==> config.mk <==
export PLATFORM = sky130hd
export DESIGN_NAME = stack_return_rotate_exec
export DESIGN_NICKNAME = d
export VERILOG_FILES = /design/src/logic/stack_exec_pkg.sv /design/src/logic/stack_exec_timer.sv /design/src/logic/rotate_left_unit.sv /design/src/logic/stack_return_rotate_exec.sv
export VERILOG_INCLUDE_DIRS = /design/src /design/src/logic
export SDC_FILE = /design/constraint.sdc
export NUM_CORES = 1
export LEC_CHECK = 0
export BUFFER_PORTS_ARGS = -buffer_cell sky130_fd_sc_hd__buf_2
export CORE_ASPECT_RATIO = 1.2
export CORE_MARGIN = 1.5
export CORE_UTILIZATION = 52
export CTS_CLUSTER_SIZE = 25
export DETAILED_ROUTE_END_ITERATION = 7
export PLACE_DENSITY_LB_ADDON = 0.1
export SETUP_SLACK_MARGIN = 0.02
export SYNTH_ARGS = -nofsm -noshare
export SYNTH_HDL_FRONTEND = slang
export SYNTH_SLANG_ARGS = --single-unit
==> constraint.sdc <==
create_clock -name clk -period 2.8 [get_ports clk]
set_clock_uncertainty 0.1 [all_clocks]
set_input_delay 0.42 -clock clk [delete_from_list [all_inputs] [get_ports clk]]
set_output_delay 0.42 -clock clk [all_outputs]
set_load 0.05 [all_outputs]
==> src/logic/stack_exec_defines.svh <==
// constants for the stack, return and rotate executor
// assumes a byte-wide register file and a four-bit c/z/s/v flag bus
`ifndef STACK_EXEC_DEFINES_SVH
`define STACK_EXEC_DEFINES_SVH

`define OPC_READ_DOWN 8'h92
`define OPC_READ_UP 8'h93
`define OPC_STORE_DOWN 8'h82
`define OPC_STORE_UP 8'h83
`define OPC_PUSH_DIRECT 8'h70
`define OPC_PUSH_INDIRECT 8'h71
`define OPC_CARRY_CLEAR 8'hCF
`define OPC_RETURN 8'hAF
`define OPC_ROTATE_DIRECT 8'h90
`define OPC_ROTATE_INDIRECT 8'h91

`define CYC_STACK_OP 4'h8
`define CYC_SHORT_OP 4'h4
`define CYC_RETURN_SHORT 4'h8
`define CYC_RETURN_LONG 4'hA

`define FLAG_C 3
`define FLAG_Z 2
`define FLAG_S 1
`define FLAG_V 0

`define RETURN_STEP 16'h0002

`endif

==> src/logic/stack_exec_pkg.sv <==
// types and decode helpers for the stack, return and rotate executor
// assumes stack_exec_defines.svh is on the include path
`default_nettype none

package stack_exec_pkg;
`include "stack_exec_defines.svh"

    typedef enum logic [3:0] {
        k_none,
        k_read_down,
        k_read_up,
        k_store_down,
        k_store_up,
        k_push,
        k_carry_clear,
        k_return,
        k_rotate
    } op_kind_t;

    function automatic op_kind_t decode_op(input logic [7:0] opc);
        case (opc)
            `OPC_READ_DOWN: decode_op = k_read_down;
            `OPC_READ_UP: decode_op = k_read_up;
            `OPC_STORE_DOWN: decode_op = k_store_down;
            `OPC_STORE_UP: decode_op = k_store_up;
            `OPC_PUSH_DIRECT, `OPC_PUSH_INDIRECT: decode_op = k_push;
            `OPC_CARRY_CLEAR: decode_op = k_carry_clear;
            `OPC_RETURN: decode_op = k_return;
            `OPC_ROTATE_DIRECT, `OPC_ROTATE_INDIRECT: decode_op = k_rotate;
            default: decode_op = k_none;
        endcase
    endfunction

    function automatic logic [3:0] op_cycles(input op_kind_t k, input logic long_return);
        case (k)
            k_carry_clear, k_rotate: op_cycles = `CYC_SHORT_OP;
            k_return: op_cycles = long_return ? `CYC_RETURN_LONG : `CYC_RETURN_SHORT;
            default: op_cycles = `CYC_STACK_OP;
        endcase
    endfunction

    // user stack pointer step, wraps within the byte
    function automatic logic [7:0] step_ptr(input logic [7:0] v, input logic down);
        step_ptr = down ? v - 8'h01 : v + 8'h01;
    endfunction
endpackage

`default_nettype wire

==> src/logic/stack_exec_timer.sv <==
// instruction cycle counter: steps 0..len-1 after a start
// assumes len is at least 1 and start only comes while idle
`default_nettype none

module stack_exec_timer (
    input wire logic clk,
    input wire logic rst_b,
    input wire logic start,
    input wire logic [3:0] len,
    output logic active,
    output logic [3:0] step,
    output logic last
);
    logic [3:0] len_q;
    logic [3:0] next_len_q;
    logic next_active;
    logic [3:0] next_step;
    logic next_last;

    always_comb begin
        next_len_q = len_q;
        next_active = active;
        next_step = step;
        next_last = last;
        if (!active) begin
            if (start) begin
                next_len_q = len;
                next_active = 1'b1;
                next_step = 4'h0;
                next_last = (len == 4'h1);
            end
        end else if (last) begin
            next_active = 1'b0;
            next_step = 4'h0;
            next_last = 1'b0;
        end else begin
            next_step = step + 4'h1;
            next_last = (step + 4'h1 == len_q - 4'h1);
        end
    end

    always_ff @(posedge clk or negedge rst_b) begin
        if (!rst_b) begin
            len_q <= 4'h0;
            active <= 1'b0;
            step <= 4'h0;
            last <= 1'b0;
        end else begin
            len_q <= next_len_q;
            active <= next_active;
            step <= next_step;
            last <= next_last;
        end
    end
endmodule // stack_exec_timer

`default_nettype wire

==> src/logic/rotate_left_unit.sv <==
// one-place left rotate with c/z/s/v results
// assumes the flag bus order given by the FLAG_* positions
`default_nettype none
`include "stack_exec_defines.svh"

module rotate_left_unit
    import stack_exec_pkg::*;
(
    input wire logic [7:0] value,
    output logic [7:0] result,
    output logic [3:0] flags_result
);
    always_comb begin
        result = {value[6:0], value[7]};
        flags_result[`FLAG_C] = value[7];
        flags_result[`FLAG_Z] = (result == 8'h00);
        flags_result[`FLAG_S] = result[7];
        // overflow means the sign bit changed
        flags_result[`FLAG_V] = value[7] ^ result[7];
    end
endmodule // rotate_left_unit

`default_nettype wire

==> src/logic/stack_return_rotate_exec.sv <==
// executor for user-stack, push, carry-clear, return and rotate-left ops
// assumes an outside register file with combinational read of rf_addr,
// a flags register and the stack pointer bytes held outside this block
//
// What this block does
// - Opcode 92h copies the register the user pointer names to dst, then lowers the pointer by one.
// - Opcode 93h copies the register the user pointer names to dst, then raises the pointer by one.
// - Opcodes 70h/71h lower the stack pointer first, then write the source there, in eight cycles.
// - Opcode 82h lowers the user pointer first, then stores the source where it now points.
// - Opcode 83h raises the user pointer first, then stores the source where it now points.
// - Opcode CFh forces carry to zero in four cycles and leaves the other flags alone.
// - Opcode AFh loads the program counter from the stack word and adds two to the stack pointer.
// - The return takes the high counter byte at the pointer and the low byte at the next location.
// - The return lasts eight cycles or ten in its long variant and touches no flag.
// - Opcodes 90h/91h rotate left one place, old bit 7 going to bit 0 and to carry, in four cycles.
// - Rotate sets zero, sign from bit 7 and overflow on a sign change, clearing each otherwise.
`default_nettype none
`include "stack_exec_defines.svh"

module stack_return_rotate_exec
    import stack_exec_pkg::*;
(
    input wire logic clk,
    input wire logic rst_b,
    input wire logic exec_start,
    input wire logic [7:0] opcode,
    input wire logic [7:0] operand_a,
    input wire logic [7:0] operand_b,
    input wire logic long_return,
    input wire logic [7:0] rf_rdata,
    input wire logic [7:0] stack_pointer_high,
    input wire logic [7:0] stack_pointer_low,
    input wire logic [3:0] flags_in,
    output logic busy,
    output logic done,
    output logic [7:0] rf_addr,
    output logic [7:0] rf_wdata,
    output logic rf_we,
    output logic [15:0] pc_out,
    output logic pc_we,
    output logic [15:0] new_stack_pointer,
    output logic stack_pointer_we,
    output logic [3:0] flags_out,
    output logic flags_we
);
    op_kind_t kind, next_kind;
    logic [7:0] op_a, next_op_a;
    logic [7:0] op_b, next_op_b;
    logic indirect, next_indirect;
    logic long_q, next_long_q;
    logic [7:0] ptr, next_ptr;
    logic [7:0] data, next_data;
    logic [7:0] next_rf_addr;
    logic [7:0] next_rf_wdata;
    logic next_rf_we;
    logic [15:0] next_pc_out;
    logic next_pc_we;
    logic [15:0] next_new_stack_pointer;
    logic next_stack_pointer_we;
    logic [3:0] next_flags_out;
    logic next_flags_we;
    logic start_ok;
    logic [3:0] step;
    logic [15:0] stack_now;
    logic [7:0] rot_result;
    logic [3:0] rot_flags;

    assign stack_now = {stack_pointer_high, stack_pointer_low};
    // unknown opcodes and starts while busy are ignored
    assign start_ok = exec_start && !busy && (decode_op(opcode) != k_none);

    stack_exec_timer timer (
        .clk(clk),
        .rst_b(rst_b),
        .start(start_ok),
        .len(op_cycles(decode_op(opcode), long_return)),
        .active(busy),
        .step(step),
        .last(done)
    );

    rotate_left_unit rotator (
        .value(rf_rdata),
        .result(rot_result),
        .flags_result(rot_flags)
    );

    always_comb begin
        next_kind = kind;
        next_op_a = op_a;
        next_op_b = op_b;
        next_indirect = indirect;
        next_long_q = long_q;
        next_ptr = ptr;
        next_data = data;
        next_rf_addr = rf_addr;
        next_rf_wdata = rf_wdata;
        next_rf_we = 1'b0;
        next_pc_out = pc_out;
        next_pc_we = 1'b0;
        next_new_stack_pointer = new_stack_pointer;
        next_stack_pointer_we = 1'b0;
        next_flags_out = flags_out;
        next_flags_we = 1'b0;
        if (!busy) begin
            if (start_ok) begin
                next_kind = decode_op(opcode);
                next_op_a = operand_a;
                next_op_b = operand_b;
                next_indirect = opcode[0];
                next_long_q = long_return;
            end
        end else begin
            unique case (kind)
                k_none: begin
                end
                k_read_down, k_read_up: begin
                    if (step == 4'h0) begin
                        next_rf_addr = op_a;
                    end else if (step == 4'h1) begin
                        next_ptr = rf_rdata;
                        next_rf_addr = rf_rdata;
                    end else if (step == 4'h2) begin
                        next_rf_addr = op_b;
                        next_rf_wdata = rf_rdata;
                        next_rf_we = 1'b1;
                    end else if (step == 4'h3) begin
                        next_rf_addr = op_a;
                        next_rf_wdata = step_ptr(ptr, kind == k_read_down);
                        next_rf_we = 1'b1;
                    end
                end
                k_store_down, k_store_up: begin
                    if (step == 4'h0) begin
                        next_rf_addr = op_a;
                    end else if (step == 4'h1) begin
                        // pointer is written back before the data store
                        next_ptr = step_ptr(rf_rdata, kind == k_store_down);
                        next_rf_addr = op_a;
                        next_rf_wdata = step_ptr(rf_rdata, kind == k_store_down);
                        next_rf_we = 1'b1;
                    end else if (step == 4'h2) begin
                        next_rf_addr = op_b;
                    end else if (step == 4'h3) begin
                        next_rf_addr = ptr;
                        next_rf_wdata = rf_rdata;
                        next_rf_we = 1'b1;
                    end
                end
                k_push: begin
                    if (step == 4'h0) begin
                        next_rf_addr = op_a;
                    end else if (step == 4'h1) begin
                        if (indirect) begin
                            next_rf_addr = rf_rdata;
                        end
                    end else if (step == 4'h2) begin
                        next_data = rf_rdata;
                        next_new_stack_pointer = stack_now - 16'h0001;
                        next_stack_pointer_we = 1'b1;
                    end else if (step == 4'h3) begin
                        // internal stack lives in the register file, low byte addresses it
                        next_rf_addr = new_stack_pointer[7:0];
                        next_rf_wdata = data;
                        next_rf_we = 1'b1;
                    end
                end
                k_carry_clear: begin
                    if (step == 4'h0) begin
                        next_flags_out = flags_in;
                        next_flags_out[`FLAG_C] = 1'b0;
                        next_flags_we = 1'b1;
                    end
                end
                k_return: begin
                    if (step == 4'h0) begin
                        next_rf_addr = stack_pointer_low;
                    end else if (step == 4'h1) begin
                        next_ptr = rf_rdata;
                        next_rf_addr = stack_pointer_low + 8'h01;
                    end else if (step == 4'h2) begin
                        next_data = rf_rdata;
                    end else if (step == 4'h3) begin
                        next_pc_out = {ptr, data};
                        next_pc_we = 1'b1;
                        next_new_stack_pointer = stack_now + `RETURN_STEP;
                        next_stack_pointer_we = 1'b1;
                    end
                end
                k_rotate: begin
                    if (step == 4'h0) begin
                        next_rf_addr = op_a;
                    end else if (step == 4'h1) begin
                        if (indirect) begin
                            next_rf_addr = rf_rdata;
                        end
                    end else if (step == 4'h2) begin
                        next_rf_wdata = rot_result;
                        next_rf_we = 1'b1;
                        next_flags_out = rot_flags;
                        next_flags_we = 1'b1;
                    end
                end
            endcase
        end
    end

    always_ff @(posedge clk or negedge rst_b) begin
        if (!rst_b) begin
            kind <= k_none;
            op_a <= 8'h00;
            op_b <= 8'h00;
            indirect <= 1'b0;
            long_q <= 1'b0;
            ptr <= 8'h00;
            data <= 8'h00;
            rf_addr <= 8'h00;
            rf_wdata <= 8'h00;
            rf_we <= 1'b0;
            pc_out <= 16'h0000;
            pc_we <= 1'b0;
            new_stack_pointer <= 16'h0000;
            stack_pointer_we <= 1'b0;
            flags_out <= 4'h0;
            flags_we <= 1'b0;
        end else begin
            kind <= next_kind;
            op_a <= next_op_a;
            op_b <= next_op_b;
            indirect <= next_indirect;
            long_q <= next_long_q;
            ptr <= next_ptr;
            data <= next_data;
            rf_addr <= next_rf_addr;
            rf_wdata <= next_rf_wdata;
            rf_we <= next_rf_we;
            pc_out <= next_pc_out;
            pc_we <= next_pc_we;
            new_stack_pointer <= next_new_stack_pointer;
            stack_pointer_we <= next_stack_pointer_we;
            flags_out <= next_flags_out;
            flags_we <= next_flags_we;
        end
    end
endmodule // stack_return_rotate_exec

`default_nettype wire

==> summary.md, run 1 <==
| Metric | Value |
|---|---|
| Outcome | `finished, final reports clean` |
| Die width | `109.3 um` |
| Via Count | `6877` |
| Longest Clk Path Bufs | `2` |
| Synth cell types | `76` |
| RSZ-0062 raised after global routing | `no` |
| Critical Path Max Stage Delay | `500 ps` |
| Largest net degree at the start of global routing | `57` |
| Final Hold Vio Count | `0` |
| Yosys top cell area share | `36.23%` |
| Overflow after GRT | `0` |
| Setup TNS | `0 ps` |
| Vias in the first global route | `6656` |
| Ports | `114` |
| CTS Buf Count | `9` |
| CP Class | `reg -> reg` |
| Non-Filler Instances | `1109` |
| Total design power | `8.095 mW` |
| Initial core utilization | `53.21%` |
| Synth area leader | `dfrtp_1` |
| Cell Rows | `46` |
| Layout cells sized above 1 | `25.72%` |
| Reg clk slew, reported paths | `70 ps` |
| Final Max Tran Viols | `0` |
| HPWL Detailed | `16.68 mm` |
| Final ANT Viol Nets | `0` |
| Min-Delay Path Class | `in -> reg` |
| Design area | `8339 um^2` |
| Relative slew slack | `60.67%` |
| DRC viols | `0` |
| Syn. warnings | `0` |
| Core area | `13240 um^2` |
| Worst-Margin Slew | `583.8 ps` |
| Drt via density | `6.201` |
| Drt pass-1 iters | `5` |
| Initial antenna violation count | `0` |
| DRT iter0 DRCs | `616` |
| Power per Cell Area | `970.7 nW/um^2` |
| Synthesized area per cell | `8.633 um^2` |
| Seq cells post-synth | `102` |
| DP Cell Count | `1091` |
| Critical Path RT | `2950 ps` |
| Clk root buf | `clkbuf_16` |
| Crit path max fanout | `5` |
| Max H-tree Level | `3` |
| Cell Chain, Critical Path | `nand4bb_1 -> xnor2_1 -> ha_1 -> or4_1 -> o32ai_1 -> xor2_1 -> a21o_1 -> mux2_2` |
| Post-DR wirelength/cell | `19.78 um` |
| Fmax | `371.3 MHz` |
| First-pass GRT wire length | `34.58 mm` |
| Max Cap Violations | `0` |
| Synth Net Count | `890` |
| CP max stage cell | `or4_1` |
| Critical path launch point type | `flop` |
| Most common cell in the netlist | `nand2_1` |
| Top post-synthesis cells by count | `131 x nand2_1, 102 x dfrtp_1, 61 x o21ai_0, 53 x nor2_1, 49 x a21oi_1` |
| CTS sink count | `102` |
| Post-DP Area | `8008 um^2` |
| # diodes | `0` |
| Mapped Cells | `816` |
| Total GRT Usage | `32.03%` |
| Post-synthesis async set-or-reset flop share | `100.0%` |
| Final Setup Violations | `0` |
| Die span in y | `130.5 um` |
| Clock latency on the worst-skew pair | `360 ps` |
| Mapped Area | `7044 um^2` |
| Peak supply drop | `0.6516 mV` |
| Synth-to-layout area growth | `18.38%` |
| Post-layout util | `63.00%` |
| EDFF count, synth | `0` |
| Primary FF master, synth | `dfrtp_1` |
| Final RePlAce weighted congestion | `0.9223` |
| Sequential-to-total area share from yosys stat | `36.23%` |
| CTS tree | `done` |
| PortBufs | `112` |
| Total Routed Length | `21.94 mm` |
| CP Capture Type | `flop` |
| Fin crit share | `96.18%` |
| Tmin final | `2693 ps` |
| Ranking of synthesized cells by area | `dfrtp_1 36%, nand2_1 7.0%, o21ai_0 4.3%` |
| Die footprint | `14260 um^2` |
| Pleak | `3.865 nW` |
| Final nets | `1010` |
| Crit path DAT | `2840 ps` |
-- through the flow --
stage          hold slack (ps)  setup slack, ps
5_1_grt                  176.3            45.40
3_3_place_gp             166.5            120.1
4_1_cts                  175.3            94.97
2_1_floorplan            24.41            151.2
6_report                 189.0            106.9
3_5_place_dp             166.8            29.69
-- cell families after synthesis --
logic type               synth area share, %
multiplexers                           9.592
buffers and inverters                  4.991
adder cells (fa/ha/maj)                3.304
AND/OR/NAND/NOR                        21.69
flip-flops                             36.23
XOR/XNOR                               5.844
AO/OA/AOI/OAI                          18.35
-- registers in the layout, indices dropped and copies added (netlist names) --
signal,cells
pc_we,1
rf_wdata,8
flags_we,1
timer.step,4
new_stack_pointer,16
kind,4
stack_pointer_we,1
timer.len_q,3
flags_out,4
indirect,1
timer.last,1
ptr,8
op_b,8
op_a,8
rf_addr,8
data,8
rf_we,1
pc_out,16
timer.active,1
-- critical path, delay by kind of cell (launching register included) --
kind	cells	cell delay, ps
compound gates	2	380
fa+ha+maj	1	190
simple gates	2	850
xor+xnor	2	360
mux	1	260
flops	1	440
-- path summary, 6_finish.rpt --
kind	end	cells past startpoint	slack (ps)	from
worst max register to register	rf_wdata[6]$_DFFE_PN0P_	8	110	kind[2]$_DFFE_PN0P_
worst min-delay path	op_a[1]$_DFFE_PN0P_	2	190	operand_a[1]
worst min register to register	pc_out[4]$_DFFE_PN0P_	2	370	pc_out[4]$_DFFE_PN0P_
min in group asynchronous	pc_out[12]$_DFFE_PN0P_	2	340	rst_b
worst max-delay path	rf_wdata[6]$_DFFE_PN0P_	8	110	kind[2]$_DFFE_PN0P_
max in group asynchronous	timer.step[0]$_DFFE_PN0P_	3	1510	rst_b
-- report_power, final --
part | switching (mW) | internal [mW] | leakage [nW] | total [mW]
registers | 0.441 | 1.82 | 1.22 | 2.26
logic | 2.73 | 1.79 | 2.50 | 4.53
clock network | 0.588 | 0.724 | 0.147 | 1.31
-- cells in the final DEF, fill, tap and decap left out, types with 12 or more instances in the layout --
master,n
mux2_2,24
nand3_1,23
xnor2_1,23
a21oi_1,49
buf_2,111
nand4_1,18
ha_1,17
inv_1,23
buf_4,55
nor2_1,53
mux2i_1,12
mux2_4,19
o22ai_1,14
nand2_1,131
dfrtp_1,101
o21ai_0,61
xor2_1,24
-- final cells by class --
class | count | area [um^2]
clock inverters | 6 | 70.07
fillers | 1228 | 4898
well taps | 168 | 210.2
clock buffers | 10 | 239.0
repair buffers | 169 | 1018
flip-flops and latches | 102 | 2554
inverters | 23 | 86.33
multi-input cells | 631 | 4161
-- repair_timing --
item                                    in CTS  in global routing
buffers inserted                             0                  1
cloned                                       0                  0
pin swaps                                    0                  1
endpoints found under the setup margin       2                 10
endpoints found under the hold margin        9                  0
gates resized for setup                      1                  2
hold buffers                                 1                  0
-- routing by layer --
layer	routed length, um	GRT usage (%)	vias up
met4	1094	20.24	0
met3	1227	4.861	77
li1	-	-	3171
met5	0	0	-
met1	9091	38.84	3325
met2	10530	53.16	304
Power figures use the tool's default switching activity.
==> inputs of run 2 (changes only) <==
==> constraint.sdc (replaced) <==
create_clock -name clk -period 2.8 [get_ports clk]
set_clock_uncertainty 0.1 [all_clocks]
set_input_delay 0.56 -clock clk [delete_from_list [all_inputs] [get_ports clk]]
set_output_delay 0.56 -clock clk [all_outputs]
set_load 0.05 [all_outputs]
==> run 2 against run 1 <==
Effect of this change: final cell count is essentially flat; cell area increased by 0.15%; first-iteration DRC count shrank 0.32%; die area stayed put; non-clock buffer count rose by 2; clock power is 9.9% lower; wire length rose by 0.36%; worst setup slack gained 27 ps; core utilization rose by 0.094 points; maximum frequency rose by 1.0%; sequential cell count did not move; global-route usage increased by 0.090 points.
==> summary.md, run 2 (same netlist as run 1, synthesis figures left out) <==
| Metric | Value |
|---|---|
| Vias in the first global route | `6556 (-1.5%)` |
| FILL cells | `1157 (-5.8%)` |
| Post-DR wirelength/cell | `19.84 um (+0.27%)` |
| Die span in y | `130.5 um (unchanged)` |
| Clk root buf | `clkbuf_16` |
| Clock latency on the worst-skew pair | `360 ps (about the same)` |
| Fmax | `375.1 MHz (+1.0%)` |
| Commonest non-fill, non-tap cell in the layout | `nand2_1` |
| Die width | `109.3 um (unchanged)` |
| PortBufs | `112 (unchanged)` |
| Uppermost layer routed | `met4` |
| Cell Rows | `46 (unchanged)` |
| Setup TNS | `0 ps (unchanged)` |
| Initial core utilization | `53.21% (unchanged)` |
| Cts hold-fix bufs | `0 (-1)` |
| Switching power | `3.794 mW (+0.90%)` |
| Wire length on met2 | `10.60 mm (+0.68%)` |
| Fin crit share | `95.22% (-0.96 points)` |
| Die footprint | `14260 um^2 (unchanged)` |
| Via Count | `6747 (-1.9%)` |
| DRT iter0 DRCs | `614 (-0.32%)` |
| Relative slew slack | `58.52% (-2.1 points)` |
| Drt pass-1 iters | `8 (+3)` |
| First-pass GRT wire length | `34.79 mm (+0.60%)` |
| Drt via density | `6.078 (-2.0%)` |
| Internal | `4.270 mW (-1.5%)` |
| CP Capture Type | `flop` |
| Crit path max fanout | `8 (+3)` |
| RSZ-0062 raised after global routing | `no` |
| Final Setup Violations | `0 (unchanged)` |
| Min-Delay Path Class | `in -> async` |
| Overflow after GRT | `0 (unchanged)` |
| Reg clk slew, reported paths | `70 ps (about the same)` |
| Critical path launch point type | `flop` |
| Largest net degree at the start of global routing | `56 (-1.8%)` |
| Final nets | `1012 (+0.20%)` |
| Outcome | `finished, final reports clean` |
| CTS Buf Count | `9 (unchanged)` |
| Ports | `114 (unchanged)` |
| Met3 wire length | `1.200 mm (-2.2%)` |
| Crit path DAT | `2800 ps (-40 ps)` |
| Met1 WL | `9.267 mm (+1.9%)` |
| CTS sink count | `102 (unchanged)` |
| # diodes | `0 (unchanged)` |
| Switching Share | `47.05% (+0.60 points)` |
| Peak supply drop | `0.5304 mV (-19%)` |
| Tmin final | `2666 ps (-27.02 ps)` |
| Layout cells sized above 1 | `26.22% (+0.50 points)` |
| DRC viols | `0 (unchanged)` |
| Final Hold Vio Count | `0 (unchanged)` |
| Top Registers | `new_stack_pointer x16, pc_out x16` |
| Core area | `13240 um^2 (unchanged)` |
| Seq pwr share | `28.1% (+0.2 points)` |
| Total GRT Usage | `32.12% (+0.090 points)` |
| Initial antenna violation count | `0 (unchanged)` |
| Worst-Margin Slew | `622.2 ps (+38.32 ps)` |
| CTS tree | `done` |
| Synth-to-layout area growth | `18.56%` |
| Clock Power Share | `14.6% (-1.6 points)` |
| Final Max Tran Viols | `0 (unchanged)` |
| Final RePlAce weighted congestion | `0.9585 (+3.9%)` |
| Max Cap Violations | `0 (unchanged)` |
| Pleak | `3.860 nW (-0.12%)` |
| Power per Cell Area | `965.5 nW/um^2 (-0.54%)` |
| WHS | `107.5 ps (-81.56 ps)` |
| HPWL Detailed | `16.66 mm (about the same)` |
| Gate power share | `57.3% (+1.4 points)` |
| Longest Clk Path Bufs | `2 (unchanged)` |
| Max H-tree Level | `3 (unchanged)` |
| CP Class | `reg -> reg` |
| Critical Path RT | `2940 ps (about the same)` |
| Final ANT Viol Nets | `0 (unchanged)` |
| Commonest cells after routing, fill and taps aside | `131 x nand2_1, 111 x buf_2, 101 x dfrtp_1` |
| Post-layout util | `63.09% (+0.094 points)` |
| Total Routed Length | `22.02 mm (+0.36%)` |
## run 2: worst paths after layout
kind | depth (start not counted) | slack, ps | to | from
max in group asynchronous | 2 | 1750 | timer.step[0]$_DFFE_PN0P_ | rst_b
hold / removal | 1 | 110 | pc_out[15]$_DFFE_PN0P_ | rst_b
min in group clk | 2 | 340 | op_b[5]$_DFFE_PN0P_ | operand_b[5]
setup reg to reg | 9 | 130 | rf_addr[7]$_DFFE_PN0P_ | timer.step[0]$_DFFE_PN0P_
hold reg to reg | 2 | 370 | pc_out[5]$_DFFE_PN0P_ | pc_out[5]$_DFFE_PN0P_
setup / recovery | 9 | 130 | rf_addr[7]$_DFFE_PN0P_ | timer.step[0]$_DFFE_PN0P_
## run 2: area by class of cell
cell class	count	area, um^2	area share [%]
Multi-Input combinational cell	631	4185	50.11
Sequential cell	102	2554	30.58
Timing Repair Buffer	171	1044	12.49
Clock buffer	9	225.2	2.697
Tap cell	168	210.2	2.517
Inverter	23	86.33	1.034
Clock inverter	6	47.55	0.5693
## run 2: what timing repair did
action                     4_1_cts  5_1_grt
setup buffers                    0        1
setup endpoints to repair        0       24
resized for setup                0        8
## run 2: power groups by stage
stage	sequential, mW	combinational, mW	clock [mW]
3_3_place_gp	2.25	4.44	0
3_5_place_dp	2.27	4.51	0
4_1_cts	2.24	4.52	1.20
2_1_floorplan	2.64	2.62	0
5_1_grt	2.30	4.98	1.28
6_report	2.26	4.62	1.18
## run 2: stage by stage
stage	instances	power (mW)	area (um^2)	worst slack, ps
6_report	1110	8.064	8352	133.9
5_1_grt	1110	8.561	8352	27.04
4_1_cts	1109	7.966	8315	27.29
3_5_place_dp	1094	6.775	8043	22.68
3_3_place_gp	1094	6.690	8043	66.75
2_1_floorplan	816	5.256	7044	151.2
## run 2: routing by layer
layer  vias to the layer above  global-route usage [%]
met5                         -                       0
met3                        72                   4.514
li1                       3166                       -
met4                         0                   17.65
met2                       285                   53.27
met1                      3224                   40.32
## run 2: worst max-delay path, cell delays in order (launching register included)
cell and delay (ps):
dfrtp_2 450, inv_1 100, ha_1 230, or3b_1 520, nor3_2 230, buf_4 170
a22oi_1 80, nand4_1 100, buf_4 210, mux2_2 350
